--- config.mk ---
export PLATFORM = sky130hd
export DESIGN_NAME = gdis_core
export DESIGN_NICKNAME = d
export VERILOG_FILES = /design/src/logic/gdis_pkg.sv /design/src/logic/gdis_core.sv
export VERILOG_INCLUDE_DIRS = /design/src /design/src/logic
export SDC_FILE = /design/constraint.sdc
export NUM_CORES = 1
export LEC_CHECK = 0
export ABC_CLOCK_PERIOD_IN_PS = 2600
export BUFFER_PORTS_ARGS = -buffer_cell sky130_fd_sc_hd__buf_2
export CORE_UTILIZATION = 25
export DETAILED_ROUTE_END_ITERATION = 10
export MAX_ROUTING_LAYER = met4
export PLACE_DENSITY = 0.44
export SLEW_MARGIN = 0
export SYNTH_ARGS = -nofsm -noshare
export SYNTH_HDL_FRONTEND = slang
export SYNTH_SLANG_ARGS = --single-unit
--- constraint.sdc ---
create_clock -name i_clk -period 2.6 [get_ports i_clk]
set_input_delay 0.39 -clock i_clk [delete_from_list [all_inputs] [get_ports i_clk]]
set_output_delay 0.39 -clock i_clk [all_outputs]
set_load 0.01 [all_outputs]
--- src/logic/gdis_cfg.svh ---
// Constants of the gate drive init sequencer: offsets, opcodes, timing.
// Assumes inclusion by the package and by the core module only.
`ifndef GDIS_CFG_SVH
`define GDIS_CFG_SVH
// Register byte offsets on the Avalon-MM slave.
`define GDIS_OFS_CMD       4'h0
`define GDIS_OFS_RESP      4'h4
`define GDIS_OFS_LIVE      4'h8
// Command opcodes in the upper nibble of the command byte.
`define GDIS_OP_READ_A     4'h0
`define GDIS_OP_READ_B     4'h1
`define GDIS_OP_MASK_LO    4'h2
`define GDIS_OP_MASK_HI    4'h3
`define GDIS_OP_MODE       4'h4
`define GDIS_OP_CLR_A      4'h6
`define GDIS_OP_CLR_B      4'h7
`define GDIS_OP_DEADTIME   4'h8
// Field positions and reset values.
`define GDIS_MODE_LOCK_BIT 0
`define GDIS_MODE_PUMP_BIT 1
`define GDIS_MASK_RST      4'h0
`define GDIS_MODE_RST      3'h0
`define GDIS_LOCK_ALL      3'h7
// Idle levels of the synchronised pins {release, enables, fault, low, high_n}.
`define GDIS_SYNC_RST      10'h007
// Timing: the clock period and the least time out of standby.
`define GDIS_CLK_NS        100
`define GDIS_T_WAKE_NS     280
`define GDIS_WAKE_CYC      ((`GDIS_T_WAKE_NS + `GDIS_CLK_NS - 1) / `GDIS_CLK_NS)
`endif

--- src/logic/gdis_pkg.sv ---
// Types shared by the gate drive init sequencer.
// Assumes the constants header sits beside it.
package gdis_pkg;
  `include "gdis_cfg.svh"

  // Operating state of the output stage.
  typedef enum logic [1:0] {
    GDIS_STANDBY = 2'b00,
    GDIS_WAKE    = 2'b01,
    GDIS_NORMAL  = 2'b10
  } gdis_state_t;

  // Phase command pins after synchronisation.
  typedef struct packed {
    logic [2:0] low_side_cmd_in;
    logic [2:0] high_side_cmd_n_in;
  } gdis_cmd_t;

  // Gate drive outputs.
  typedef struct packed {
    logic [2:0] low_gate;
    logic [2:0] high_gate_out;
  } gdis_gate_t;
endpackage

--- src/logic/gdis_core.sv ---
// Gate drive init sequencer: lockout of the high-side drive on standby
// or fault, edge-driven recovery, and the command register block.
// Assumes i_clk at 10 MHz; phase, enable, release and fault pins are
// asynchronous and the host drives them as a microcontroller would.
`timescale 1ns/10ps
`include "gdis_cfg.svh"

// Summary of operation
// Standby or fault forces gates low, locks high-side.
// Host may shorten recovery low-side pulse.
// Host clears pending interrupts before raising enables.
// Low-side outputs enabled only with both enables.
// Low-side pulse re-enables that phase's high-side drive.
// Host pulses high-side low for dead time plus.
// Host pulses all high-side inputs together.
// After high-side pulse, high gate held off.
// Inputs edge driven; early high-side edges ignored.
// Unlock needs enables high and normal mode.
// Host waits 280 ns after enables before low-side.
// Host may tie phase inputs together.
// Release with enables low powers up, pump optional.
// Host sends both clear commands during setup.
// Mask command nibble suppresses chosen interrupt sources.
// Host sets dead time before enabling outputs.
// Mode command with lock bit freezes mode.
// Host follows six-step power-up output sequence.
// Host reads status, corrects, then clears fault.
// Command response returned on following transfer.
// One lock flag per phase, set and cleared.
module gdis_core
  import gdis_pkg::*;
(
  // Clock and reset.
  input  wire logic        i_clk,
  input  wire logic        i_rst,
  // Avalon-MM slave.
  input  wire logic [3:0]  i_address,
  input  wire logic        i_read,
  input  wire logic        i_write,
  input  wire logic [31:0] i_writedata,
  output logic      [31:0] o_readdata,
  output logic             o_waitrequest,
  // Device pins from the host.
  input  wire logic        i_release_n,
  input  wire logic        i_enable_one,
  input  wire logic        i_enable_two,
  input  wire gdis_cmd_t   i_cmd,
  input  wire logic        i_fault,
  // Device pins toward the power stage and the host.
  output gdis_gate_t       o_gate,
  output logic             o_pump_en,
  output logic             o_irq_req
);

  // ------------------------------------------------------------------
  // Pin synchronisers
  // ------------------------------------------------------------------
  logic [9:0] meta_r;
  logic [9:0] sync_r;
  logic [9:0] prev_r;
  logic       en_both;
  logic       released;
  logic       fault_s;
  gdis_cmd_t  cmd_s;
  gdis_cmd_t  cmd_p;

  // Two flops on every pin, then prev_r for edges; logic reads sync_r and prev_r. They reset to the
  // idle pin levels, so the high-side inputs, idle high, show no false edge.
  always_ff @(posedge i_clk or posedge i_rst) begin
    if (i_rst) begin
      meta_r <= `GDIS_SYNC_RST;
      sync_r <= `GDIS_SYNC_RST;
      prev_r <= `GDIS_SYNC_RST;
    end else begin
      meta_r <= {i_release_n, i_enable_one, i_enable_two, i_fault, i_cmd};
      sync_r <= meta_r;
      prev_r <= sync_r;
    end
  end

  assign released = sync_r[9];
  assign en_both  = sync_r[8] & sync_r[7];
  assign fault_s  = sync_r[6];
  assign cmd_s    = sync_r[5:0];
  assign cmd_p    = prev_r[5:0];

  // ------------------------------------------------------------------
  // Operating state
  // ------------------------------------------------------------------
  gdis_state_t st_r;
  logic [1:0]  wake_cnt_r;
  logic        shut;

  // A fault or loss of either enable shuts the stage down at once.
  assign shut = ~released | ~en_both | fault_s;

  // Normal mode only after the standby exit time has elapsed.
  always_ff @(posedge i_clk or posedge i_rst) begin
    if (i_rst) begin
      st_r       <= GDIS_STANDBY;
      wake_cnt_r <= 2'h0;
    end else begin
      unique case (st_r)
        GDIS_STANDBY: begin
          wake_cnt_r <= 2'h0;
          if (!shut) begin
            st_r <= GDIS_WAKE;
          end
        end
        GDIS_WAKE: begin
          wake_cnt_r <= wake_cnt_r + 2'h1;
          if (shut) begin
            st_r <= GDIS_STANDBY;
          end else if (wake_cnt_r == 2'(`GDIS_WAKE_CYC - 2)) begin
            st_r <= GDIS_NORMAL;
          end
        end
        GDIS_NORMAL: begin
          if (shut) begin
            st_r <= GDIS_STANDBY;
          end
        end
        default: begin
          st_r <= GDIS_STANDBY;
        end
      endcase
    end
  end

  // ------------------------------------------------------------------
  // Per-phase lockout and gate drive
  // ------------------------------------------------------------------
  logic [2:0] lock_r;
  logic [2:0] hs_on_r;
  logic [2:0] ls_rise;
  logic [2:0] hs_fall;
  logic [2:0] hs_rise;
  logic       normal;

  assign normal  = (st_r == GDIS_NORMAL) & ~shut;
  assign ls_rise = cmd_s.low_side_cmd_in & ~cmd_p.low_side_cmd_in;
  assign hs_fall = ~cmd_s.high_side_cmd_n_in & cmd_p.high_side_cmd_n_in;
  assign hs_rise = cmd_s.high_side_cmd_n_in & ~cmd_p.high_side_cmd_n_in;

  // Lock is set while not in normal mode and cleared by a qualified
  // low-side rising edge.
  always_ff @(posedge i_clk or posedge i_rst) begin
    if (i_rst) begin
      lock_r <= `GDIS_LOCK_ALL;
    end else if (!normal) begin
      lock_r <= `GDIS_LOCK_ALL;
    end else begin
      lock_r <= lock_r & ~ls_rise;
    end
  end

  // High-side state follows input edges only while unlocked; an edge
  // seen while locked is dropped, so the gate stays off.
  always_ff @(posedge i_clk or posedge i_rst) begin
    if (i_rst) begin
      hs_on_r <= 3'h0;
    end else if (!normal) begin
      hs_on_r <= 3'h0;
    end else begin
      hs_on_r <= (hs_on_r | (hs_fall & ~lock_r)) & ~hs_rise & ~lock_r;
    end
  end

  // Registered gate outputs; low side needs normal mode.
  always_ff @(posedge i_clk or posedge i_rst) begin
    if (i_rst) begin
      o_gate <= '0;
    end else if (!normal) begin
      o_gate <= '0;
    end else begin
      o_gate.low_gate      <= cmd_s.low_side_cmd_in;
      o_gate.high_gate_out <= hs_on_r & ~lock_r & ~cmd_s.low_side_cmd_in;
    end
  end

  // ------------------------------------------------------------------
  // Command register block
  // ------------------------------------------------------------------
  logic       ack_r;
  logic       wr_acc;
  logic       cmd_wr;
  logic [3:0] op;
  logic [3:0] arg;
  logic [3:0] mask_r;
  logic [2:0] mode_r;
  logic       mode_locked_r;
  logic [3:0] dead_r;
  logic [3:0] stat_r;
  logic [3:0] stat_set;
  logic [3:0] stat_clr;
  logic [7:0] resp_r;
  logic [7:0] word_one;
  logic [7:0] word_two;
  logic       was_normal_r;

  // Every access waits one cycle, then completes.
  assign o_waitrequest = (i_read | i_write) & ~ack_r;
  assign wr_acc        = i_write & ack_r;
  assign cmd_wr        = wr_acc & (i_address == `GDIS_OFS_CMD);
  assign op            = i_writedata[7:4];
  assign arg           = i_writedata[3:0];
  assign word_one      = {1'b0, lock_r, stat_r};
  assign word_two      = {mode_locked_r, mode_r, mask_r};

  always_ff @(posedge i_clk or posedge i_rst) begin
    if (i_rst) begin
      ack_r <= 1'b0;
    end else begin
      ack_r <= (i_read | i_write) & ~ack_r;
    end
  end

  // Mask load from opcode 0010 or 0011.
  always_ff @(posedge i_clk or posedge i_rst) begin
    if (i_rst) begin
      mask_r <= `GDIS_MASK_RST;
    end else if (cmd_wr && (op == `GDIS_OP_MASK_LO || op == `GDIS_OP_MASK_HI)) begin
      mask_r <= arg;
    end
  end

  // Mode bits apply on each mode command until the lock bit is written; it freezes them.
  always_ff @(posedge i_clk or posedge i_rst) begin
    if (i_rst) begin
      mode_r        <= `GDIS_MODE_RST;
      mode_locked_r <= 1'b0;
    end else if (cmd_wr && op == `GDIS_OP_MODE && !mode_locked_r) begin
      mode_r        <= arg[3:1];
      mode_locked_r <= arg[`GDIS_MODE_LOCK_BIT];
    end
  end

  // Dead time setting is held and shown on the live register.
  always_ff @(posedge i_clk or posedge i_rst) begin
    if (i_rst) begin
      dead_r <= 4'h0;
    end else if (cmd_wr && op == `GDIS_OP_DEADTIME) begin
      dead_r <= arg;
    end
  end

  // Sticky status: fault, shutdown, blocked edge, rejected mode.
  assign stat_set = {cmd_wr & (op == `GDIS_OP_MODE) & mode_locked_r,
                     |(hs_fall & lock_r) & normal,
                     was_normal_r & ~normal,
                     fault_s};
  assign stat_clr = {{2{cmd_wr & (op == `GDIS_OP_CLR_B)}},
                     {2{cmd_wr & (op == `GDIS_OP_CLR_A)}}};

  // A set in the clearing cycle wins over the clear, so no event is lost;
  // the one-cycle history of normal mode that marks a shutdown lives here too.
  always_ff @(posedge i_clk or posedge i_rst) begin
    if (i_rst) begin
      stat_r       <= 4'h0;
      was_normal_r <= 1'b0;
    end else begin
      stat_r       <= (stat_r & ~stat_clr) | stat_set;
      was_normal_r <= normal;
    end
  end

  // Masked sources never reach the request pin.
  always_ff @(posedge i_clk or posedge i_rst) begin
    if (i_rst) begin
      o_irq_req <= 1'b0;
    end else begin
      o_irq_req <= |(stat_r & ~mask_r);
    end
  end

  // Pump runs after release when configured, enables still low.
  always_ff @(posedge i_clk or posedge i_rst) begin
    if (i_rst) begin
      o_pump_en <= 1'b0;
    end else begin
      o_pump_en <= released & mode_r[`GDIS_MODE_PUMP_BIT - 1];
    end
  end

  // The answer to a command is read on the next transfer.
  always_ff @(posedge i_clk or posedge i_rst) begin
    if (i_rst) begin
      resp_r <= 8'h00;
    end else if (cmd_wr) begin
      resp_r <= (op == `GDIS_OP_READ_B) ? word_two : word_one;
    end
  end

  // Read data is loaded in the wait cycle so it stands at acceptance.
  always_ff @(posedge i_clk or posedge i_rst) begin
    if (i_rst) begin
      o_readdata <= 32'h0000_0000;
    end else if (i_read && !ack_r) begin
      unique case (i_address)
        `GDIS_OFS_RESP: o_readdata <= {24'h00_0000, resp_r};
        `GDIS_OFS_LIVE: o_readdata <= {16'h0000, dead_r, st_r, 2'h0, word_one};
        default:        o_readdata <= 32'h0000_0000;
      endcase
    end
  end
endmodule

Word-level counts from Yosys, hierarchy flattened
Cells that the tools add are included.

Input bits: 50. Bits in registers: 102. Output and inout bits: 41. Logic and storage cells: 104.

Bitwise operators: 43. Equality and inequality tests: 15. Add/sub/neg operators: 1. Muxes and demuxes: 11. Reductions and logical operators: 14.

Operators by type and width (count): 16-bit one-hot mux with 2 select lines (1); 3-bit bitwise AND (10); 3-bit NOT (7); 4-bit by 3-bit == test with 1-bit output, second input constant (4); 1-bit bitwise AND (12); 4-bit bitwise AND (2); 4-bit by 2-bit == test with 1-bit output, second input constant (2); 4-bit == test, second input constant (2); 2-bit 2-to-1 mux (4); 8-bit 2-to-1 mux (1); 4-bit NOT (2); 3-bit 2-to-1 mux (2); 6-bit 2-to-1 mux (1); 2-bit one-hot mux with 3 select lines (1); 1-bit logical AND (5); 1-bit NOT (5); 2-bit by 1-bit == test with 1-bit output, second input constant (2); 4-bit by 1-bit == test with 1-bit output, second input constant (1); 4-bit logical NOT (1); 2-bit != test, second input constant (2); 4-bit OR (1); 2-bit one-hot mux with 2 select lines (1); 4-bit OR reduction (1); 3-bit != test, second input constant (1); 10 further kinds (13).

Depth between registers and ports, before layout
Gate-level depths: netlist of the first run.

Word-level depth: 9. Gate-level depth with buffers: 5. Depth with buffers taken out: 4.

Worst setup path before layout of the first run
No wires, ideal clock.

Path kind: input to register. Start point: in i_writedata[5]. End point: reg resp_r[0]. Setup time: 0.128 ns. Path slack: 0.836 ns. Path buffers: 1. Required time: 2.472 ns. Arrival: 1.637 ns. Stages on the path: 4. Cells stage by stage: buf_6 -> nor4b_4 -> mux2_2 -> mux2_1.

Cells in the longest elaborated chain, start to end: 2.

RTL lines: start: declaration (line gdis_core.sv:40) `input wire logic [31:0] i_writedata,`; 4-bit by 1-bit == test with 1-bit output (no line); 8-bit 2-to-1 mux (line gdis_core.sv:290) `` resp_r <= (op == `GDIS_OP_READ_B) ? word_two : word_one; ``; end signal: assignment (line gdis_core.sv:290); end: declaration (line gdis_core.sv:196) `logic [7:0] resp_r;`.

No other way between the ends. A chain may end at the register's enable or synchronous reset.

Final worst setup path of the first run
Start point: reg ack_r. End point: reg resp_r[0].

Cells in the longest elaborated chain, start to end: 2.

RTL lines: start: declaration (line gdis_core.sv:184) `logic ack_r;`; start signal: assignment (line gdis_core.sv:214) `ack_r <= (i_read | i_write) & ~ack_r;`; 1-bit bitwise AND (line gdis_core.sv:203) `assign wr_acc = i_write & ack_r;`; 1-bit bitwise AND (line gdis_core.sv:204) `` assign cmd_wr = wr_acc & (i_address == `GDIS_OFS_CMD); ``.

No other way between the ends.

==> run_results.csv, run 1 <==
group,metric,value,unit
status,outcome,"completed",
placed_design,hpwlAfterDp,4270,um
yosys,count_of_mapped_cells_out_of_synthesis,260,
critical_path,worstPathRequired,2.81,ns
clocking,post-cts-setup-buffer-count,0,
yosys,synth_edf_count,0,
critical_path,path_class,"reg -> reg",
final_layout,multi_input_gate_area,1036,um^2
floorplanning,std_cell_rows,41,
critical_path,critPathArrivalTime,1.97,ns
routing,routed.top_layer,"met4",
clocking,cts_hold_repair.buffers,0,
routing,via_per_inst,4.159,
sta,grt_setup_unrepaired,"no",
sta,report.final.slew_viol_count,0,
yosys,post-synth-top-area-cell,"sky130_fd_sc_hd__dfrtp_1",
routing,met2_length,2837,um
yosys,netlist-cell-type-count,39,
global_routing,grt_first_pass_wirelength,10130,um
clocking,clk_root_buffer_cell,"sky130_fd_sc_hd__clkbuf_16",
routing,antenna_violating_nets_post_route,0,
yosys,ys_async_sr_fraction,1.000,
floorplanning,ios,91,
routing,routed_wirelength,6319,um
clocking,worst_skew_pair.late_latency,0.34,ns
clocking,cts_tree,"yes",
final_layout,n_antenna_cell,0,
critical_path,cp-end-kind,"flop",
final_layout,layoutNonFillerInstCount,491,
sta,setup_tns,0,ns
critical_path,reg2reg_from,"ack_r",
global_routing,grt_overflow_total,0,
sta,timing.max_slew.rel_slack,0.4565,
yosys,synth.cell_area,3314,um^2
clocking,clkSinkCount,84,
global_routing,grt.total_usage,0.1047,
routing,routedLengthMet1,3062,um
min_path,timing.hold.worst.class,"in -> async",
placed_design,placed_cells_incl_taps,475,
floorplanning,design.core.area,12770,um^2
global_routing,grt_pass1_vias,1940,
sta,clock.fmax,0.5682,GHz
yosys,ys_top_cells_by_count,"sky130_fd_sc_hd__dfrtp_1 (72), sky130_fd_sc_hd__nand2_1 (31), sky130_fd_sc_hd__o21ai_0 (20)",
sta,final_min_period_over_clock_period,0.6769,
sta,finalClockSkew,0.009356,ns
final_layout,filler_cell_count,1332,
routing,drt_pre_antenna_iters,4,
global_routing,antenna_violations_before_repair,0,
sta,finalSetupViolations,0,
final_layout,syn2layout_area_growth,20.57,%
yosys,postSynth.topFlopCell,"sky130_fd_sc_hd__dfrtp_1",
routing,vias,2042,
critical_path,critical_path.slowest_cell,"sky130_fd_sc_hd__and2_1",
floorplanning,design.die.area,13720,um^2
critical_path,worst-path-max-fanout,8,
routing,drtIter0Drc,73,
clocking,cts-htree-levels,3,
critical_path,worstSetupStartpointType,"flop",
final_layout,final_net_count,365,
sta,timing_hold_violations_final,0,
routing,detail_route.wl_per_cell,12.87,um
job,max_cap_viols,0,
floorplanning,floorplan.initialDensity,0.2595,
global_routing,grt_start_max_net_pins,85,
clocking,cts_resized,0,
final_layout,layout.core_utilization,0.3129,
clocking,clk_transition_reported_paths,0.06,ns
placed_design,gp_congestion,0.6909,
routing,drt_drc,0,
power_and_ir_drop,leak,1.864,nW
final_layout,area.sequential,2117,um^2
floorplanning,dieWidth,117.1,um
critical_path,rr_endpoint,"resp_r[0]",
placed_design,place.port_buffers,48,
sta,clock_period_minus_final_worst_setup_slack,1.760,ns
sta,timing.hold.ws,0.1298,ns
yosys,number_of_synthesis_warnings,0,
power_and_ir_drop,p_per_area,713.8,nW/um^2
critical_path,worst_r2r_path_depth,3,
critical_path,cp_cell_sequence,"nor2b_1, and2_1, mux2_1",
final_layout,layout-drive-gt1-share,0.3166,
floorplanning,vertical_extent_of_the_die,117.1,um
yosys,synthDominantCellAreaShare,0.5436,
clocking,cts_made_buffers,9,
sta,worst_margin_slew,0.8152,ns
routing,wl_met3,308,um
clocking,clock_path_buffers,2,
yosys,synth_seq_area_share,0.6387,
critical_path,regToRegSetupSlack,0.84,ns
power_and_ir_drop,vdd.ir_drop.worst,295.7,uV
critical_path,crit_path_max_incr_delay,0.45,ns
yosys,ys_top_cells_by_area,"sky130_fd_sc_hd__dfrtp_1 (54%), sky130_fd_sc_hd__dfstp_2 (9.5%), sky130_fd_sc_hd__mux2_2 (5.4%), sky130_fd_sc_hd__buf_4 (4.3%), sky130_fd_sc_hd__nand2_1 (3.5%)",
yosys,yosys.cell_count.top_type,"sky130_fd_sc_hd__dfrtp_1",
yosys,ys_seq_elements,84,
yosys,post_synthesis_mean_instance_area,12.75,um^2
[sequential cells by signal, indices dropped and copies added, names as in the netlist]
register	count
resp_r	8
mode_r	3
meta_r	10
o_gate	6
o_pump_en	1
lock_r	3
hs_on_r	3
wake_cnt_r	2
prev_r	6
o_readdata	14
was_normal_r	1
st_r	2
o_irq_req	1
stat_r	4
sync_r	10
dead_r	4
mode_locked_r	1
ack_r	1
mask_r	4
[cell families after synthesis]
family          count (synthesis)  synth area share
mux                            23           0.07739
simple gates                   65            0.1182
other cells                     1          0.001131
fa+ha+maj                       1          0.003774
flops                          84            0.6387
compound gates                 48           0.09287
buf+inv                        38           0.06795
[power by group]
| group | switching [mW] | internal, mW | total, mW |
|---|---|---|---|
| clock network | 0.485 | 0.796 | 1.28 |
| logic | 0.103 | 0.0616 | 0.164 |
| registers | 0.0307 | 1.38 | 1.41 |
| total | 0.619 | 2.23 | 2.85 |
[metal layers]
metal	vias up	GRT usage
met5	-	-
met4	0	0.04557
met3	10	0.03553
met2	52	0.1506
met1	1002	0.1333
li1	978	-
[critical path: cells and delay by family, from the launching register on]
kind	cells	cell delay [ns]
mux	1	0.37
simple gates	2	0.89
flops	1	0.39
[layout make-up]
cell class,instances,share of cell area
clock buffer,14,0.06606
clock inverter,2,0.008766
inverter,12,0.01158
multi-input combinational,155,0.2592
sequential,84,0.5297
tap,172,0.05385
timing repair buffer,52,0.07076
[how the worst max path moves through the flow]
stage / from / to / slack [ns] / cells past startpoint
detailed placement: i_writedata[5] / resp_r[5] / 0.56 / 4
global placement: i_writedata[5] / resp_r[0] / 0.56 / 4
finish: ack_r / resp_r[0] / 0.84 / 3
global route: ack_r / resp_r[0] / 0.76 / 3
CTS: ack_r / resp_r[5] / 0.84 / 3
floorplan: i_rst / ack_r / 0.06 / 1
[placed cells by master, fill, tap and decap left out, drive strengths merged]
master	n
a211oi	4
a21o	1
a21oi	5
a22o	2
a22oi	8
a41o	1
a41oi	1
and2	2
and4b	2
and4bb	1
buf	52
bufinv	1
clkbuf	14
clkinv	2
conb	18
dfrtp	72
dfstp	12
ha	1
inv	11
mux2	21
mux2i	2
nand2	31
nand2b	3
nand3	1
nand3b	2
nand4	4
nand4b	1
nor2	6
nor2b	3
nor4b	8
o21ai	20
o21bai	3
o221ai	2
o2bb2ai	1
or2	1
[stage by stage]
stage | total power, mW | worst slack [ns] | area, um^2
floorplan | 1.549 | 0.06471 | 3378
global placement | 1.596 | 0.5643 | 3697
detailed placement | 1.600 | 0.5628 | 3697
CTS | 2.908 | 0.8368 | 3996
global route | 2.985 | 0.7551 | 3996
finish | 2.853 | 0.8400 | 3996
Power figures use the tool's default switching activity.
==> run 2, diff against run 1 <==
--- a/config.mk
+++ b/config.mk
@@ -6,7 +6,7 @@
 export SDC_FILE = /design/constraint.sdc
 export NUM_CORES = 1
 export LEC_CHECK = 0
-export ABC_CLOCK_PERIOD_IN_PS = 2600
+export ABC_CLOCK_PERIOD_IN_PS = 1500
 export BUFFER_PORTS_ARGS = -buffer_cell sky130_fd_sc_hd__buf_2
 export CORE_UTILIZATION = 25
 export DETAILED_ROUTE_END_ITERATION = 10
==> constraint.sdc (replaced) <==
create_clock -name i_clk -period 1.5 [get_ports i_clk]
set_input_delay 0.225 -clock i_clk [delete_from_list [all_inputs] [get_ports i_clk]]
set_output_delay 0.225 -clock i_clk [all_outputs]
set_load 0.01 [all_outputs]
==> run_results.csv, run 2 (synthesized netlist as in run 1, its figures left out) <==
group,metric,value,unit
power_and_ir_drop,power.combinational.fraction,0.069,
floorplanning,ios,91,
sta,clock.fmax,0.6846,GHz
sta,report.final.slew_viol_count,0,
critical_path,cp-end-kind,"flop",
power_and_ir_drop,power.switching_fraction,0.2276,
power_and_ir_drop,p_per_area,1162,nW/um^2
sta,finalClockSkew,0.007141,ns
power_and_ir_drop,internal_power_contribution,3.827,mW
clocking,cts-htree-levels,3,
power_and_ir_drop,post-layout-total-power,4.955,mW
sta,clock_period_minus_final_worst_setup_slack,1.461,ns
routing,routed_wirelength,6626,um
placed_design,place.port_buffers,48,
global_routing,grt_first_pass_wirelength,10950,um
power_and_ir_drop,vdd.ir_drop.worst,455.4,uV
final_layout,largest_register,"o_readdata",
sta,setup_tns,0,ns
global_routing,grt_pass1_vias,2124,
power_and_ir_drop,leak,2.008,nW
routing,drt_pre_antenna_iters,4,
final_layout,layout_common_cells,"sky130_fd_sc_hd__dfrtp_1 (72), sky130_fd_sc_hd__buf_2 (48), sky130_fd_sc_hd__nand2_1 (31)",
clocking,clk_root_buffer_cell,"sky130_fd_sc_hd__clkbuf_16",
power_and_ir_drop,netSwitchingPower,1.128,mW
final_layout,largestRegisters,"o_readdata: 14 flops, meta_r: 10 flops, sync_r: 10 flops",
placed_design,gp_congestion,0.6910,
placed_design,hpwlAfterDp,4587,um
floorplanning,floorplan.initialDensity,0.2595,
status,failing_checks,"negative hold slack",
sta,timing_hold_violations_final,1,
routing,detail_route.wl_per_cell,12.67,um
floorplanning,dieWidth,117.1,um
clocking,worst_skew_pair.late_latency,0.34,ns
status,outcome,"finished, violations left",
critical_path,path_class,"reg -> reg",
routing,drt_drc,0,
global_routing,grt.total_usage,0.1134,
routing,antenna_violating_nets_post_route,0,
clocking,post-cts-setup-buffer-count,0,
final_layout,layout.core_utilization,0.3337,
global_routing,grt_start_max_net_pins,85,
critical_path,critPathArrivalTime,1.68,ns
job,max_cap_viols,0,
clocking,clk_transition_reported_paths,0.06,ns
sta,final_min_period_over_clock_period,0.9738,
clocking,clock_path_buffers,2,
floorplanning,vertical_extent_of_the_die,117.1,um
global_routing,antenna_violations_before_repair,0,
routing,vias,2168,
placed_design,placedInstanceArea,3865,um^2
clocking,cts_made_buffers,9,
routing,drtIter0Drc,122,
final_layout,syn2layout_area_growth,28.61,%
global_routing,grt_overflow_total,0,
power_and_ir_drop,power_frac_seq,0.492,
sta,grt_setup_unrepaired,"yes",
final_layout,final_net_count,397,
critical_path,worstSetupStartpointType,"flop",
power_and_ir_drop,power.clock.fraction,0.439,
sta,finalSetupViolations,0,
floorplanning,std_cell_rows,41,
critical_path,worst-path-max-fanout,10,
final_layout,layout-drive-gt1-share,0.3618,
critical_path,worstPathRequired,1.72,ns
floorplanning,design.die.area,13720,um^2
min_path,timing.hold.worst.class,"in -> async",
final_layout,largest_register_ff_count,14,
sta,timing.hold.ws,-0.0008712,ns
clocking,cts_tree,"yes",
clocking,clkSinkCount,84,
final_layout,final_instance_area,4263,um^2
final_layout,n_antenna_cell,0,
final_layout,leading_cell_type_in_the_layout_fill_and_taps_excluded,"sky130_fd_sc_hd__dfrtp_1",
floorplanning,design.core.area,12770,um^2
routing,via_per_inst,4.145,
==> run 2: repair_timing <==
item / CTS / global route
gates resized for setup: 1 / 1
setup endpoints to repair: 4 / 14
hold endpoints to repair: 10 / 0
hold buffers: 10 / 0
==> run 2: area by class of cell <==
cell class / count / area, um^2
Fill cell: 1312 / 8511
Sequential cell: 84 / 2117
Multi-Input combinational cell: 155 / 1040
Timing Repair Buffer: 84 / 548.0
Clock buffer: 10 / 229.0
Tap cell: 172 / 215.2
Clock inverter: 6 / 65.06
Inverter: 12 / 48.80
==> run 2: metrics by stage <==
stage | setup WS (ns) | instances | hold slack [ns]
final | 0.03936 | 523 | -0.0008712
after floorplan | -0.04424 | 277 | 0.2295
after detailed placement | -0.1122 | 497 | 0.3322
after CTS | 0.007985 | 523 | 0.02107
after global placement | -0.1005 | 497 | 0.3300
after global routing | -0.006269 | 523 | 0.01984
==> run 2: worst paths after layout <==
| kind | cells after the start | slack [ns] | end | start |
|---|---|---|---|---|
| worst max register to register | 3 | 0.04 | o_gate[1] | sync_r[6] |
| worst min-delay path | 3 | -0.0009 | meta_r[6] | i_rst |
| min in group i_clk | 2 | 0.16 | mask_r[1] | i_writedata[1] |
| worst min register to register | 0 | 0.35 | sync_r[3] | meta_r[3] |
| worst max-delay path | 3 | 0.04 | o_gate[1] | sync_r[6] |
| max in group asynchronous | 3 | 1.15 | meta_r[0] | i_rst |
==> run 2: power groups by stage <==
stage | Clock [mW] | Combinational (mW) | Sequential (mW)
finish | 2.18 | 0.343 | 2.44
floorplan | 0 | 0.214 | 2.47
global placement | 0 | 0.327 | 2.47
global route | 2.36 | 0.392 | 2.45
CTS | 2.25 | 0.351 | 2.44
detailed placement | 0 | 0.331 | 2.48
==> run 2: routing by layer <==
| metal | track usage | routed length [um] | vias up |
|---|---|---|---|
| li1 | - | - | 1045 |
| met1 | 0.1400 | 3210 | 1049 |
| met2 | 0.1682 | 3016 | 65 |
| met3 | 0.03965 | 319 | 9 |
| met4 | 0.04810 | 80 | 0 |
| met5 | - | 0 | - |
==> run 2: critical path, stage by stage (launching register included) <==
cell and delay, ns:
sky130_fd_sc_hd__dfrtp_1 0.39, sky130_fd_sc_hd__nand4b_1 0.19, sky130_fd_sc_hd__or2_2 0.42, sky130_fd_sc_hd__nor4b_1 0.33
==> run 3, diff against run 2 <==
--- a/config.mk
+++ b/config.mk
@@ -12,6 +12,8 @@
 export DETAILED_ROUTE_END_ITERATION = 10
 export MAX_ROUTING_LAYER = met4
 export PLACE_DENSITY = 0.44
+export REMOVE_ABC_BUFFERS = 1
+export SKIP_LAST_GASP = 1
 export SLEW_MARGIN = 0
 export SYNTH_ARGS = -nofsm -noshare
 export SYNTH_HDL_FRONTEND = slang
==> run_results.csv, run 3 (synthesized netlist as in run 1, its figures left out) <==
group,metric,value,unit
placed_design,place.port_buffers,48,
power_and_ir_drop,p_per_area,1192,nW/um^2
placed_design,gp_congestion,0.7219,
routing,drt_drc,0,
clocking,clk_transition_reported_paths,0.06,ns
final_layout,layout.core_utilization,0.3375,
floorplanning,vertical_extent_of_the_die,117.1,um
floorplanning,design.die.area,13720,um^2
routing,detail_route.wl_per_cell,12.69,um
routing,drtIter0Drc,131,
clocking,cts_tree,"yes",
final_layout,multi_input_gate_area,1049,um^2
sta,timing_hold_violations_final,20,
final_layout,largest_register,"o_readdata",
sta,report.final.slew_viol_count,0,
final_layout,n_antenna_cell,0,
final_layout,largest_register_ff_count,14,
job,max_cap_viols,0,
sta,clock_period_minus_final_worst_setup_slack,1.362,ns
status,failing_checks,"negative hold slack",
final_layout,area.sequential,2117,um^2
final_layout,largestRegisters,"o_readdata: 14 flops, meta_r: 10 flops, sync_r: 10 flops",
floorplanning,design.core.area,12770,um^2
critical_path,reg2reg_from,"mode_locked_r",
critical_path,path_class,"reg -> reg",
global_routing,antenna_violations_before_repair,0,
critical_path,cp-end-kind,"flop",
sta,final_min_period_over_clock_period,0.9079,
global_routing,grt_overflow_total,0,
critical_path,worstSetupStartpointType,"flop",
routing,routed_wirelength,6647,um
global_routing,grt_start_max_net_pins,85,
power_and_ir_drop,leak,2.031,nW
placed_design,hpwlAfterDp,4495,um
sta,grt_setup_unrepaired,"no",
final_layout,leading_cell_type_in_the_layout_fill_and_taps_excluded,"sky130_fd_sc_hd__dfrtp_1",
power_and_ir_drop,vdd.ir_drop.worst,756.7,uV
floorplanning,floorplan.initialDensity,0.2595,
clocking,clk_root_buffer_cell,"sky130_fd_sc_hd__clkbuf_16",
global_routing,grt_pass1_vias,2107,
final_layout,syn2layout_area_growth,30.09,%
floorplanning,std_cell_rows,41,
clocking,clkSinkCount,84,
sta,clock.fmax,0.7343,GHz
status,outcome,"finished, violations left",
routing,antenna_violating_nets_post_route,0,
final_layout,final_net_count,398,
global_routing,grt.total_usage,0.1123,
final_layout,layout_common_cells,"sky130_fd_sc_hd__dfrtp_1 (72), sky130_fd_sc_hd__buf_2 (48), sky130_fd_sc_hd__nand2_1 (31)",
min_path,timing.hold.worst.class,"in -> async",
clocking,cts_made_buffers,9,
sta,finalClockSkew,0.006897,ns
global_routing,grt_first_pass_wirelength,10920,um
critical_path,worstPathRequired,1.72,ns
routing,drt_pre_antenna_iters,4,
critical_path,worst_r2r_path_depth,3,
critical_path,worst-path-max-fanout,3,
critical_path,critPathArrivalTime,1.58,ns
clocking,worst_skew_pair.late_latency,0.33,ns
routing,via_per_inst,4.107,
final_layout,layout-drive-gt1-share,0.3665,
floorplanning,ios,91,
sta,timing.hold.ws,-0.03494,ns
clocking,clock_path_buffers,2,
floorplanning,dieWidth,117.1,um
routing,vias,2152,
sta,finalSetupViolations,0,
clocking,cts-htree-levels,3,
critical_path,critical_path.startpoint,"mode_locked_r",
final_layout,filler_cell_count,1268,
## run 3: changes by cell type in the layout (fill, tap and decap cells not counted), sizes merged
cell / delta
buf: +2
clkbuf: +2
clkinv: -2
bufinv: +1
clkinvlp: -1
dlygate4sd3: -1
## run 3: metal layers
layer / up-vias / track usage / wire length [um]
li1: 1046 / - / -
met1: 1052 / 0.1373 / 3091
met2: 46 / 0.1765 / 3221
met3: 8 / 0.03090 / 233
met4: 0 / 0.04304 / 100
met5: - / - / 0
## run 3: area by class of cell
cell class / count / share of cell area
flip-flops and latches: 84 / 0.4910
multi-input cells: 155 / 0.2432
repair buffers: 85 / 0.1312
clock buffers: 12 / 0.05717
well taps: 172 / 0.04991
clock inverters: 4 / 0.01683
inverters: 12 / 0.01074
## run 3: repair_timing
action / in CTS / in global routing
endpoints found under the setup margin: 5 / 18
endpoints found under the hold margin: 9 / 0
setup buffers: 0 / 0
hold buffers: 9 / 0
resized for setup: 2 / 2
## run 3: through the flow
| step | power (mW) | setup WS [ns] | std cells | TNS [ns] | cell area (um^2) |
|---|---|---|---|---|---|
| 6_report | 5.139 | 0.1381 | 524 | 0 | 4312 |
| 3_3_place_gp | 2.810 | -0.09233 | 499 | -1.002 | 3890 |
| 4_1_cts | 5.241 | 0.01516 | 524 | 0 | 4307 |
| 3_5_place_dp | 2.820 | -0.1113 | 499 | -1.184 | 3890 |
| 5_1_grt | 5.381 | 0.02502 | 524 | 0 | 4312 |
| 2_1_floorplan | 2.639 | -0.8703 | 251 | -69.22 | 3198 |
## run 3: worst paths after layout
check	end	slack, ns
min reg2reg	sync_r[6]	0.35
min in group i_clk	meta_r[6]	0.01
max in group asynchronous	lock_r[2]	1.15
max	mode_r[1]	0.14
min	o_pump_en	-0.03
max reg2reg	mode_r[1]	0.14
## run 3: power breakdown
part | internal, mW | switching [mW] | total [mW]
combinational | 0.155 | 0.193 | 0.348
sequential | 2.39 | 0.0545 | 2.44
clock | 1.50 | 0.850 | 2.35
## run 3: worst max-delay path, cell delays in order, from the launching register on
cell	delay [ns]
sky130_fd_sc_hd__dfrtp_1	0.38
sky130_fd_sc_hd__nor4b_1	0.21
sky130_fd_sc_hd__and4b_1	0.31
sky130_fd_sc_hd__mux2_2	0.35
